## src/design/rwf_consts.vh

```
// Constants of the receive wake filter: register indices, field positions,
// reset values and pulse timing. Definitions only.
`ifndef RWF_CONSTS_VH
`define RWF_CONSTS_VH

// Register indices; byte address on the bus is four times the index
`define RWF_IDX_CFG         12'h134
`define RWF_IDX_FLAGS       12'h135
`define RWF_IDX_IRQ_STATUS  12'h136
`define RWF_IDX_IRQ_ENABLE  12'h137
`define RWF_IDX_IRQ_CLEAR   12'h138

// receive_filter_config fields
`define RWF_CFG_MAGIC_WAKE   0
`define RWF_CFG_PATTERN_WAKE 1
`define RWF_CFG_BCAST_WAKE   2
`define RWF_CFG_UCAST_WAKE   4
`define RWF_CFG_EXT_RX       7
`define RWF_CFG_STYLE        8
`define RWF_CFG_LEN_LO       9
`define RWF_CFG_LEN_HI       10
`define RWF_CFG_LEVEL_CLEAR  11
`define RWF_CFG_RESET        16'h1000
`define RWF_CFG_WR_MASK      16'hf7ff

// receive_filter_flags fields
`define RWF_FLG_MAGIC        0
`define RWF_FLG_PATTERN      1
`define RWF_FLG_BCAST        2
`define RWF_FLG_UCAST        4
`define RWF_FLG_BAD_CRC      6
`define RWF_FLG_FRAME_DELIMITER_ERROR_FLAG      7
`define RWF_FLG_RESET        8'h00
`define RWF_FLG_USED_MASK    8'hd7

// Wake output style and pulse timing
`define RWF_STYLE_PULSE      1'b0
`define RWF_STYLE_LEVEL      1'b1
`define RWF_PULSE_BASE_CYC   7'h08

`endif

```

## src/design/rwf_flag_bank.v

```verilog
// Bank of sticky flags: a set pulse raises a bit, a clear mask drops it.
// Assumes set and clear are single-cycle strobes in the clock domain.
`timescale 1ns/100ps
`include "rwf_consts.vh"

module rwf_flag_bank #(
    parameter WIDTH = 8
) (
    // Clock and reset
    input  wire             clock,
    input  wire             sys_rst,
    // Flag control
    input  wire [WIDTH-1:0] set_vec,
    input  wire [WIDTH-1:0] clr_vec,
    output reg  [WIDTH-1:0] flags_q
);

    genvar i;
    generate
        for (i = 0; i < WIDTH; i = i + 1)
        begin : g_flag
            // A set in the same cycle as a clear wins, so no event is lost
            always @(posedge clock)
            begin
                if (sys_rst)
                    flags_q[i] <= 1'b0;
                else
                    flags_q[i] <= set_vec[i] | (flags_q[i] & ~clr_vec[i]);
            end
        end
    endgenerate

endmodule

```

## src/design/rwf_wake_out.v

```verilog
// Wake indication generator: pulse of programmable length or held level.
// Assumes trigger and level clear are single-cycle strobes.
`timescale 1ns/100ps
`include "rwf_consts.vh"

module rwf_wake_out (
    // Clock and reset
    input  wire       clock,
    input  wire       sys_rst,
    // Control
    input  wire       trigger,
    input  wire       style,
    input  wire [1:0] length_code,
    input  wire       level_clear,
    // Output
    output reg        wake_q
);

    reg  [6:0] remain_q;
    wire [6:0] pulse_len;

    assign pulse_len = `RWF_PULSE_BASE_CYC << length_code;

    always @(posedge clock)
    begin
        if (sys_rst)
        begin
            wake_q   <= 1'b0;
            remain_q <= 7'h00;
        end
        else if (trigger)
        begin
            // Retrigger restarts a running pulse; set beats a same-cycle clear
            wake_q   <= 1'b1;
            remain_q <= pulse_len - 7'h01;
        end
        else if (style == `RWF_STYLE_LEVEL)
        begin
            if (level_clear)
                wake_q <= 1'b0;
            remain_q <= 7'h00;
        end
        else if (remain_q != 7'h00)
            remain_q <= remain_q - 7'h01;
        else
            wake_q <= 1'b0;
    end

endmodule

```

## src/design/rwf_top.v

```verilog
// Receive wake filter: classifies received-frame events, keeps sticky
// clear-on-read flags, drives the wake indication pin and an interrupt.
// Assumes frame classification strobes come from the receive path in the
// same clock domain, and an Avalon-MM master with byte addressing.
// Notes on behaviour
// Style bit picks wake output form: 0 gives a pulse, 1 a held level.
// Pulse length code 0 to 3 selects 8, 16, 32 or 64 clock cycles.
// Level output stays high until software writes the clear bit; it reads 0.
// Extended receive enable switches on wake detection and CRC checking.
// Unicast wake enable raises a wake on every unicast frame received; the code never wakes on a frame with a bad CRC.
// Broadcast wake enable raises a wake on every broadcast frame received; the code never wakes on a frame with a bad CRC.
// Pattern wake enable raises a wake on a pattern-matching frame.
// Magic wake enable raises a wake on a received magic packet.
// Magic, pattern, broadcast, unicast flags in bits 0,1,2,4; clear on read.
// Bad CRC flag in bit 6, delimiter error flag in bit 7; clear on read.
// Wake output starts the cycle after an enabled wake condition is seen.
`timescale 1ns/100ps
`include "rwf_consts.vh"

module rwf_top #(
    parameter ADDR_WIDTH = 12
) (
    // Clock and reset
    input  wire                  clock,
    input  wire                  sys_rst,
    // Avalon-MM slave
    input  wire [ADDR_WIDTH-1:0] avs_address,
    input  wire                  avs_read,
    input  wire                  avs_write,
    input  wire [31:0]           avs_writedata,
    input  wire [3:0]            avs_byteenable,
    output reg  [31:0]           avs_readdata,
    output reg                   avs_waitrequest,
    // Receive path frame events
    input  wire                  rx_frame_end,
    input  wire                  rx_unicast,
    input  wire                  rx_broadcast,
    input  wire                  rx_pattern_match,
    input  wire                  rx_magic_packet,
    input  wire                  rx_crc_bad,
    input  wire                  rx_sfd_error,
    // Wake pin and interrupt
    output wire                  wake_indication,
    output reg                   irq
);

    // Register state
    reg  [15:0] receive_filter_config_q;
    reg  [15:0] receive_filter_config_d;
    reg  [7:0]  irq_enable_q;
    reg  [7:0]  irq_enable_d;
    reg  [31:0] readdata_d;
    wire [7:0]  receive_filter_flags;
    wire [7:0]  irq_status;

    // Bus decode
    wire        take;
    wire        rd_take;
    wire        wr_take;
    wire [15:0] lane_mask;
    wire        hit_cfg;
    wire        hit_flags;
    wire        hit_irq_status;
    wire        hit_irq_enable;
    wire        hit_irq_clear;

    // Frame classification
    wire        extended_rx_enable;
    wire        good_frame;
    reg  [7:0]  event_vec;
    wire        wake_hit;
    wire        wake_level_clear;
    wire [7:0]  flag_clear;
    wire [7:0]  irq_clear;

    // Address match against a register index; the bus carries byte addresses
    function addr_hits;
        input [ADDR_WIDTH-1:0] addr;
        input [11:0]           idx;
        begin
            addr_hits = (addr[1:0] == 2'b00) &&
                        (addr[ADDR_WIDTH-1:2] == idx[ADDR_WIDTH-3:0]);
        end
    endfunction

    assign hit_cfg        = addr_hits(avs_address, `RWF_IDX_CFG);
    assign hit_flags      = addr_hits(avs_address, `RWF_IDX_FLAGS);
    assign hit_irq_status = addr_hits(avs_address, `RWF_IDX_IRQ_STATUS);
    assign hit_irq_enable = addr_hits(avs_address, `RWF_IDX_IRQ_ENABLE);
    assign hit_irq_clear  = addr_hits(avs_address, `RWF_IDX_IRQ_CLEAR);

    // A request is taken while waitrequest is high; the answer follows one
    // cycle later with waitrequest low, so each access costs two cycles.
    assign take    = (avs_read | avs_write) & avs_waitrequest;
    assign rd_take = take & avs_read;
    assign wr_take = take & avs_write & ~avs_read;

    assign lane_mask = {{8{avs_byteenable[1]}}, {8{avs_byteenable[0]}}};

    always @(posedge clock)
    begin
        if (sys_rst)
            avs_waitrequest <= 1'b1;
        else
            avs_waitrequest <= ~take;
    end

    // Configuration register; the level clear bit is a write pulse only
    always @*
    begin
        receive_filter_config_d = receive_filter_config_q;
        if (wr_take && hit_cfg)
            receive_filter_config_d = (receive_filter_config_q & ~(lane_mask & `RWF_CFG_WR_MASK))
                                    | (avs_writedata[15:0] & lane_mask & `RWF_CFG_WR_MASK);
    end

    always @(posedge clock)
    begin
        if (sys_rst)
            receive_filter_config_q <= `RWF_CFG_RESET;
        else
            receive_filter_config_q <= receive_filter_config_d;
    end

    assign wake_level_clear = wr_take & hit_cfg & avs_byteenable[1]
                            & avs_writedata[`RWF_CFG_LEVEL_CLEAR];

    // Interrupt enable register
    always @*
    begin
        irq_enable_d = irq_enable_q;
        if (wr_take && hit_irq_enable && avs_byteenable[0])
            irq_enable_d = avs_writedata[7:0] & `RWF_FLG_USED_MASK;
    end

    always @(posedge clock)
    begin
        if (sys_rst)
            irq_enable_q <= 8'h00;
        else
            irq_enable_q <= irq_enable_d;
    end

    // Frame events. Wake classes and CRC checking need the extended receive
    // path; a frame with a bad CRC never counts as a wake source.
    assign extended_rx_enable = receive_filter_config_q[`RWF_CFG_EXT_RX];
    assign good_frame = rx_frame_end & ~rx_crc_bad & extended_rx_enable;

    always @*
    begin
        event_vec = 8'h00;
        event_vec[`RWF_FLG_MAGIC]   = good_frame & rx_magic_packet;
        event_vec[`RWF_FLG_PATTERN] = good_frame & rx_pattern_match;
        event_vec[`RWF_FLG_BCAST]   = good_frame & rx_broadcast;
        event_vec[`RWF_FLG_UCAST]   = good_frame & rx_unicast;
        event_vec[`RWF_FLG_BAD_CRC] = rx_frame_end & rx_crc_bad
                                    & extended_rx_enable;
        event_vec[`RWF_FLG_FRAME_DELIMITER_ERROR_FLAG] = rx_sfd_error;
    end

    assign wake_hit =
        (event_vec[`RWF_FLG_UCAST]   & receive_filter_config_q[`RWF_CFG_UCAST_WAKE])
      | (event_vec[`RWF_FLG_BCAST]   & receive_filter_config_q[`RWF_CFG_BCAST_WAKE])
      | (event_vec[`RWF_FLG_PATTERN] & receive_filter_config_q[`RWF_CFG_PATTERN_WAKE])
      | (event_vec[`RWF_FLG_MAGIC]   & receive_filter_config_q[`RWF_CFG_MAGIC_WAKE]);

    // Reading the flags clears them; an event in the same cycle survives
    assign flag_clear = (rd_take && hit_flags) ? 8'hff : 8'h00;

    rwf_flag_bank #(
        .WIDTH   (8)
    ) u_rx_flags (
        .clock   (clock),
        .sys_rst (sys_rst),
        .set_vec (event_vec),
        .clr_vec (flag_clear),
        .flags_q (receive_filter_flags)
    );

    // Interrupt status mirrors the events; cleared by writing ones
    assign irq_clear = (wr_take && hit_irq_clear && avs_byteenable[0]) ?
                       avs_writedata[7:0] : 8'h00;

    rwf_flag_bank #(
        .WIDTH   (8)
    ) u_irq_status (
        .clock   (clock),
        .sys_rst (sys_rst),
        .set_vec (event_vec),
        .clr_vec (irq_clear),
        .flags_q (irq_status)
    );

    always @(posedge clock)
    begin
        if (sys_rst)
            irq <= 1'b0;
        else
            irq <= |(irq_status & irq_enable_q);
    end

    // Wake pin: registered one cycle after the enabled condition
    rwf_wake_out u_wake_out (
        .clock       (clock),
        .sys_rst     (sys_rst),
        .trigger     (wake_hit),
        .style       (receive_filter_config_q[`RWF_CFG_STYLE]),
        .length_code (receive_filter_config_q[`RWF_CFG_LEN_HI:`RWF_CFG_LEN_LO]),
        .level_clear (wake_level_clear),
        .wake_q      (wake_indication)
    );

    // Read data is captured at the take edge, before any read clear acts.
    // Unmapped and write-only addresses read as zero.
    always @*
    begin
        readdata_d = 32'h0000_0000;
        if (hit_cfg)
            readdata_d[15:0] = receive_filter_config_q;
        else if (hit_flags)
            readdata_d[7:0] = receive_filter_flags;
        else if (hit_irq_status)
            readdata_d[7:0] = irq_status;
        else if (hit_irq_enable)
            readdata_d[7:0] = irq_enable_q;
    end

    always @(posedge clock)
    begin
        if (sys_rst)
            avs_readdata <= 32'h0000_0000;
        else if (rd_take)
            avs_readdata <= readdata_d;
    end

endmodule

```

## config.mk

```make
export PLATFORM = sky130hd
export DESIGN_NAME = rwf_top
export DESIGN_NICKNAME = d
export VERILOG_FILES = /design/src/design/rwf_flag_bank.v /design/src/design/rwf_wake_out.v /design/src/design/rwf_top.v
export VERILOG_INCLUDE_DIRS = /design/src /design/src/design
export SDC_FILE = /design/constraint.sdc
export NUM_CORES = 1
export LEC_CHECK = 0
export CORE_ASPECT_RATIO = 1.4
export CORE_MARGIN = 1.5
export CORE_UTILIZATION = 45
export CTS_CLUSTER_SIZE = 25
export DETAILED_ROUTE_END_ITERATION = 8
export DONT_BUFFER_PORTS = 1
export HOLD_SLACK_MARGIN = 0.1
export PLACE_DENSITY = 0.66
export SLEW_MARGIN = 20
export SYNTH_ARGS = -nofsm -noshare
export SYNTH_HDL_FRONTEND = slang
export SYNTH_HIERARCHICAL = 1
export SYNTH_SLANG_ARGS = --single-unit
```

## constraint.sdc

```tcl
create_clock -name clock -period 1.7 [get_ports clock]
set_input_delay 0.17 -clock clock [delete_from_list [all_inputs] [get_ports clock]]
set_output_delay 0.17 -clock clock [all_outputs]
set_load 0.05 [all_outputs]
```

==> results of run 1 <==
-- area by class of cell --
| class | count | area, µm² |
|---|---|---|
| Clock buffer | 12 | 155 |
| Multi-Input combinational cell | 246 | 1760 |
| Sequential cell | 62 | 1240 |
| Timing Repair Buffer | 44 | 410 |
| Inverter | 21 | 78.8 |
| Clock inverter | 3 | 43.8 |
| Fill cell | 658 | 3080 |
| Tap cell | 95 | 119 |
-- power by group through the flow --
| stage | clock (mW) | sequential (mW) | combinational [mW] |
|---|---|---|---|
| finish | 1.31 | 1.60 | 0.673 |
| global route | 1.41 | 1.60 | 0.741 |
| detailed placement | 0 | 1.63 | 0.587 |
| CTS | 1.33 | 1.60 | 0.665 |
| global placement | 0 | 1.63 | 0.574 |
| floorplan | 0 | 1.63 | 0.550 |
-- timing repair --
item	CTS	global route
hold buffers	20	0
endpoints found under the setup margin	0	9
endpoints found under the hold margin	61	0
resized for setup	0	2
buffers inserted	0	0
-- metal layers --
layer | up-vias | global-route usage (%)
met5 | - | 0
met4 | 0 | 7.83
met3 | 11 | 6.71
met2 | 72 | 37.8
met1 | 1185 | 22.6
li1 | 1222 | -
-- logic make-up (layout without fill, tap and decap cells) --
logic type,Yosys count,count (layout)
compound gates,60,60
flops,62,62
mux,31,31
simple gates,130,130
xor+xnor,3,3
fa+ha+maj,1,1
other cells,1,21
buf+inv,51,80
-- worst max-delay path, delay by kind of cell (launching register included) --
| kind | cells | cell delay [ns] |
|---|---|---|
| muxes | 1 | 0.18 |
| DFF | 1 | 0.37 |
| and+or+nand+nor | 3 | 0.62 |
| buffers and inverters | 2 | 0.29 |
-- worst max-delay path by stage --
stage / to / slack [ns] / depth (start not counted)
finish: flop / 0.12 / 6
global route: u_wake_out/remain_q[3] / 0.01 / 7
floorplan: irq_enable_q[1] / 0.01 / 5
detailed placement: irq_enable_q[0] / 0.007 / 4
CTS: flop / 0.05 / 6
global placement: irq_enable_q[4] / 0.04 / 4
-- cell usage in the layout (no fill, tap or decap), drive strengths merged, types with 14 or more instances in the layout --
cell type and n:
nand2b 20, mux2i 28, conb 21, nand2 26, a21oi 28, buf 25
nor2 33, dfxtp 62, and2 14, dlygate4sd3 19, inv 21
-- stage by stage --
stage / setup slack (ns) / instance area [µm²] / instances / utilization (%) / total power [mW]
after floorplan: 0.0136 / 3270 / 359 / - / 2.18
final: 0.120 / 3810 / 483 / 55.3 / 3.58
after detailed placement: 0.00699 / 3380 / 448 / 49.1 / 2.22
after global routing: 0.0134 / 3810 / 483 / 55.3 / 3.76
after CTS: 0.0464 / 3800 / 483 / 55.1 / 3.59
after global placement: 0.0359 / 3380 / 448 / 49.1 / 2.20
==> summary.txt, run 1 <==
CTS
  • CTS H-Tree Depth: 3
  • Clock latency on the worst-skew pair: 0.34 ns
  • CTS tree: built
  • Clk sink count: 62
  • Clock Tree Root: clkbuf_8
  • Cts bufs inserted: 9
  • Clock transition at path regs: 0.07 ns
  • Max clock buf depth: 2

STA
  • Worst slew margin: 59.7%
  • Fin crit share: 93.0%
  • Fin. max-slew vios: 0
  • Worst hold slack: 0.112 ns
  • Final-report setup violation count: 0
  • RSZ-0062 raised after global routing: no
  • Worst Tran Pin Value: 0.602 ns
  • Setup TNS: 0 ns
  • Maximum operating frequency: 0.633 GHz
  • Worst Clk Skew: 0.00739 ns
  • Final Hold Fails: 0
  • Fin crit period: 1.58 ns

Worst hold path
  • Worst Hold Depth: 3
  • Worst Hold End: u_rx_flags/flags_q[0]
  • Worst hold-check path type: primary input to flop
  • Hold path startpoint: rx_magic_packet

Placement
  • DP HPWL: 5370 µm
  • PortBufs: 0
  • Final GP Congestion: 0.785

Synth
  • Syn Std Cell Area: 3180 µm²
  • Post-synthesis adder-cell area fraction: 0.394%
  • Synth top area share: 39.1%
  • Ys Warns: 6
  • Largest family of logic cells by synthesized area: simple AND/OR/NAND/NOR gates
  • Simple-gate portion of the synthesized area: 27.8%
  • Async set or reset register ratio after synthesis: 0%
  • Yosys cell types: 51
  • Predominant post-synthesis flop cell: dfxtp_1
  • Synthesized flop and latch total: 62
  • Cell with the most instances after synthesis: dfxtp_1
  • Post-synthesis mux area share: 9.89%
  • Largest cells by area after synthesis: dfxtp_1 39%, mux2i_1 8.8%, nand2b_4 6.9%, a21oi_2 4.4%, buf_4 4.0%
  • Commonest cells in the netlist: 62 x dfxtp_1, 33 x nor2_1, 28 x mux2i_1, 26 x nand2_1, 21 x inv_1
  • Number of flops mapped to enable cells by yosys: 0
  • Register area share after synthesis: 39.1%
  • Compound-gate portion of the synthesized area: 13.1%
  • Xor-xnor portion of the synthesized cell area: 0.827%
  • Avg Cell Area, Syn: 9.37 µm²
  • Post-Syn Instances: 339
  • Leading area contributor after synthesis: dfxtp_1

Detailed routing
  • Remaining antenna violation count after routing: 0
  • Routed wire length: 7550 µm
  • Met3 WL post-DR: 426 µm
  • Drt drc: 0
  • Vias per cell: 5.16
  • DRT met1 WL: 2930 µm
  • Top Metal Used: met4
  • Vias: 2490
  • Metal2 WL: 4080 µm
  • Routed WL per cell: 15.6 µm
  • 1st-iter DRT viols: 87
  • DR pass1 iterations: 4

Setup path
  • Critical Path Fanout Max: 6
  • Max incr delay on CP: 0.37 ns
  • WP data required: 1.92 ns
  • Crit start category: flop
  • Origin of the worst setup path: avs_waitrequest
  • Critical R2R Launch: avs_waitrequest
  • WS Path Type: flop to flop
  • R2r setup slk: 0.12 ns
  • R2R depth: 6
  • Slowest cell on the critical path: dfxtp_4
  • CP Cell Sequence: nor4bb_4, and4_1, buf_4, buf_12, mux2i_1, nor2_1
  • Crit end category: flop
  • WP data arrival: 1.80 ns

Floorplan
  • Starting Density: 46.1%
  • Die width: 74.0 µm
  • Row cnt: 36
  • Die H: 102 µm
  • # IOs: 94
  • CORE AREA: 6890 µm²
  • Die Footprint: 7580 µm²

Cells and area
  • Nets@finish: 444
  • Layout cell share with drive strength beyond 1: 22.7%
  • # diodes: 0
  • Layout area overhead: 20.0%

Power and ir drop
  • Cell Pwr Density: 940 nW/µm²
  • Switch share: 28.1%
  • Comb pwr share: 18.8%
  • Peak supply drop: 0.000453 V
  • Pleak: 1.54 nW
  • Internal power: 2.57 mW
  • Seq pwr share: 44.6%
  • Switching power: 1.01 mW
  • Clock power share: 36.6%

Global routing
  • Overall Global Routing Usage: 21.0%
  • First-pass GRT wire length: 11800 µm
  • Total grt overflow: 0
  • Initial antenna violation count: 0
  • Largest net degree at the start of global routing: 51
  • Number of global-route vias before repair: 2420

Run status
  • Outcome: finished, final reports clean

Job
  • Max_cap viols: 0
Power figures use the tool's default switching activity.
==> inputs of run 2 (changes only) <==
- PLACE_DENSITY: 0.66 -> 0.64
- clock period: 1.7 -> 1.85 ns (I/O delays scaled with it)
==> summary.txt, run 2 (synthesis gave the netlist of run 1 again) <==
Run status
  • Outcome: finished, final reports clean

Cells and area
  • Post-route insts no fill: 477
  • # diodes: 0
  • Layout area overhead: 17.4%
  • Area of the multi-input gates: 1740 µm²
  • Most common cell after layout, fill and taps aside: dfxtp_1
  • Most frequent cells in the layout: 61 x dfxtp_1, 33 x nor2_1, 28 x mux2i_1
  • Reg area: 1240 µm²
  • Layout cell share with drive strength beyond 1: 20.7%
  • Nets@finish: 437
  • Fill cell count: 639

Setup path
  • Max incr delay on CP: 0.38 ns
  • WP data required: 2.11 ns
  • Slowest cell on the critical path: nor3_1
  • Critical Path Fanout Max: 3
  • Crit start category: flop
  • WS Path Type: flop to flop
  • WP depth: 6
  • WP data arrival: 1.95 ns
  • R2R depth: 6
  • CP Cell Sequence: a22o_1, a221oi_1, nor3_2, nor3_1, nand2_1, o21ai_0
  • Crit end category: flop
  • CP top delay family: compound AO/OA/AOI/OAI gates
  • Bufs and invs on worst path: 0

Global routing
  • Number of global-route vias before repair: 2413
  • First-pass GRT wire length: 12100 µm
  • Overall Global Routing Usage: 21.6%
  • Largest net degree at the start of global routing: 50
  • Total grt overflow: 0
  • Initial antenna violation count: 0

CTS
  • CTS H-Tree Depth: 3
  • Total setup buffers inserted after CTS: 0
  • Clock transition at path regs: 0.07 ns
  • Max clock buf depth: 2
  • Clk sink count: 62
  • Clock Tree Root: clkbuf_8
  • Cts bufs inserted: 9
  • CTS tree: built
  • Clock latency on the worst-skew pair: 0.34 ns

Floorplan
  • Die width: 74.0 µm
  • # IOs: 94
  • Die H: 102 µm
  • Die Footprint: 7580 µm²
  • Starting Density: 46.1%
  • CORE AREA: 6890 µm²
  • Row cnt: 36

Power and ir drop
  • Peak supply drop: 0.000578 V
  • Pleak: 1.48 nW
  • Cell Pwr Density: 884 nW/µm²

Detailed routing
  • DR pass1 iterations: 6
  • Drt drc: 0
  • Remaining antenna violation count after routing: 0
  • Routed wire length: 7610 µm
  • 1st-iter DRT viols: 117
  • Vias per cell: 5.15
  • Vias: 2457
  • Routed WL per cell: 16.0 µm

Placement
  • Placed cell count: 440
  • DP HPWL: 5330 µm
  • PortBufs: 0
  • Final GP Congestion: 0.781

STA
  • Fin. max-slew vios: 0
  • Setup TNS: 0 ns
  • Worst Tran Pin Value: 0.628 ns
  • Final Hold Fails: 0
  • Worst Clk Skew: 0.0112 ns
  • Final-report setup violation count: 0
  • RSZ-0062 raised after global routing: no
  • Worst slew margin: 58.0%
  • Worst hold slack: 0.108 ns
  • Fin crit share: 91.2%
  • Fin crit period: 1.69 ns
  • Maximum operating frequency: 0.592 GHz

Job
  • Max_cap viols: 0

Worst hold path
  • Worst Hold Depth: 3
  • Worst hold-check path type: primary input to flop
==> run 2: cell type report <==
class	instances	share of cell area, %
repair buffers	37	9.33
clock inverters	5	1.54
flip-flops and latches	62	33.3
clock buffers	11	3.79
well taps	95	3.19
inverters	21	2.11
multi-input cells	246	46.7
==> run 2: repair_timing <==
action                                  CTS  global route
resized for setup                         0             1
hold buffers                             21             0
endpoints found under the hold margin    59             0
endpoints found under the setup margin    0             1
==> run 2: worst min-delay path: cells and delay by family <==
family	cells	cell delay (ns)
AND/OR/NAND/NOR	3	0.21
==> run 2: routing by layer <==
metal,track usage [%],vias to the layer above,part of all wire [%],wire [µm]
met5,0,-,0,0
met4,9.97,0,2.1,161
met3,5.33,16,4.8,365
met2,38.0,67,53,4010
met1,24.0,1163,40,3070
li1,-,1211,-,-
==> run 2: path summary, 6_finish.rpt <==
kind	start	to	slack (ns)
min reg2reg	flop	flop	0.48
max	flop	u_wake_out/remain_q[4]	0.16
min	rx_crc_bad	u_wake_out/wake_q	0.11
max reg2reg	flop	u_wake_out/remain_q[4]	0.16
==> run 2: where the power goes <==
part / switching (mW) / internal (mW)
clock: 0.544 / 0.662
combinational: 0.347 / 0.273
sequential: 0.0663 / 1.40
==> run 2: through the flow <==
stage               cell area [µm²]  total power, mW  setup WS [ns]  utilization (%)
finish                         3730             3.29          0.162             54.1
floorplan                      3260             2.00         0.0578                -
detailed placement             3300             2.04         0.0854             47.8
global placement               3300             2.02          0.111             47.8
CTS                            3720             3.32          0.179             54.0
global route                   3730             3.44        0.00335             54.1
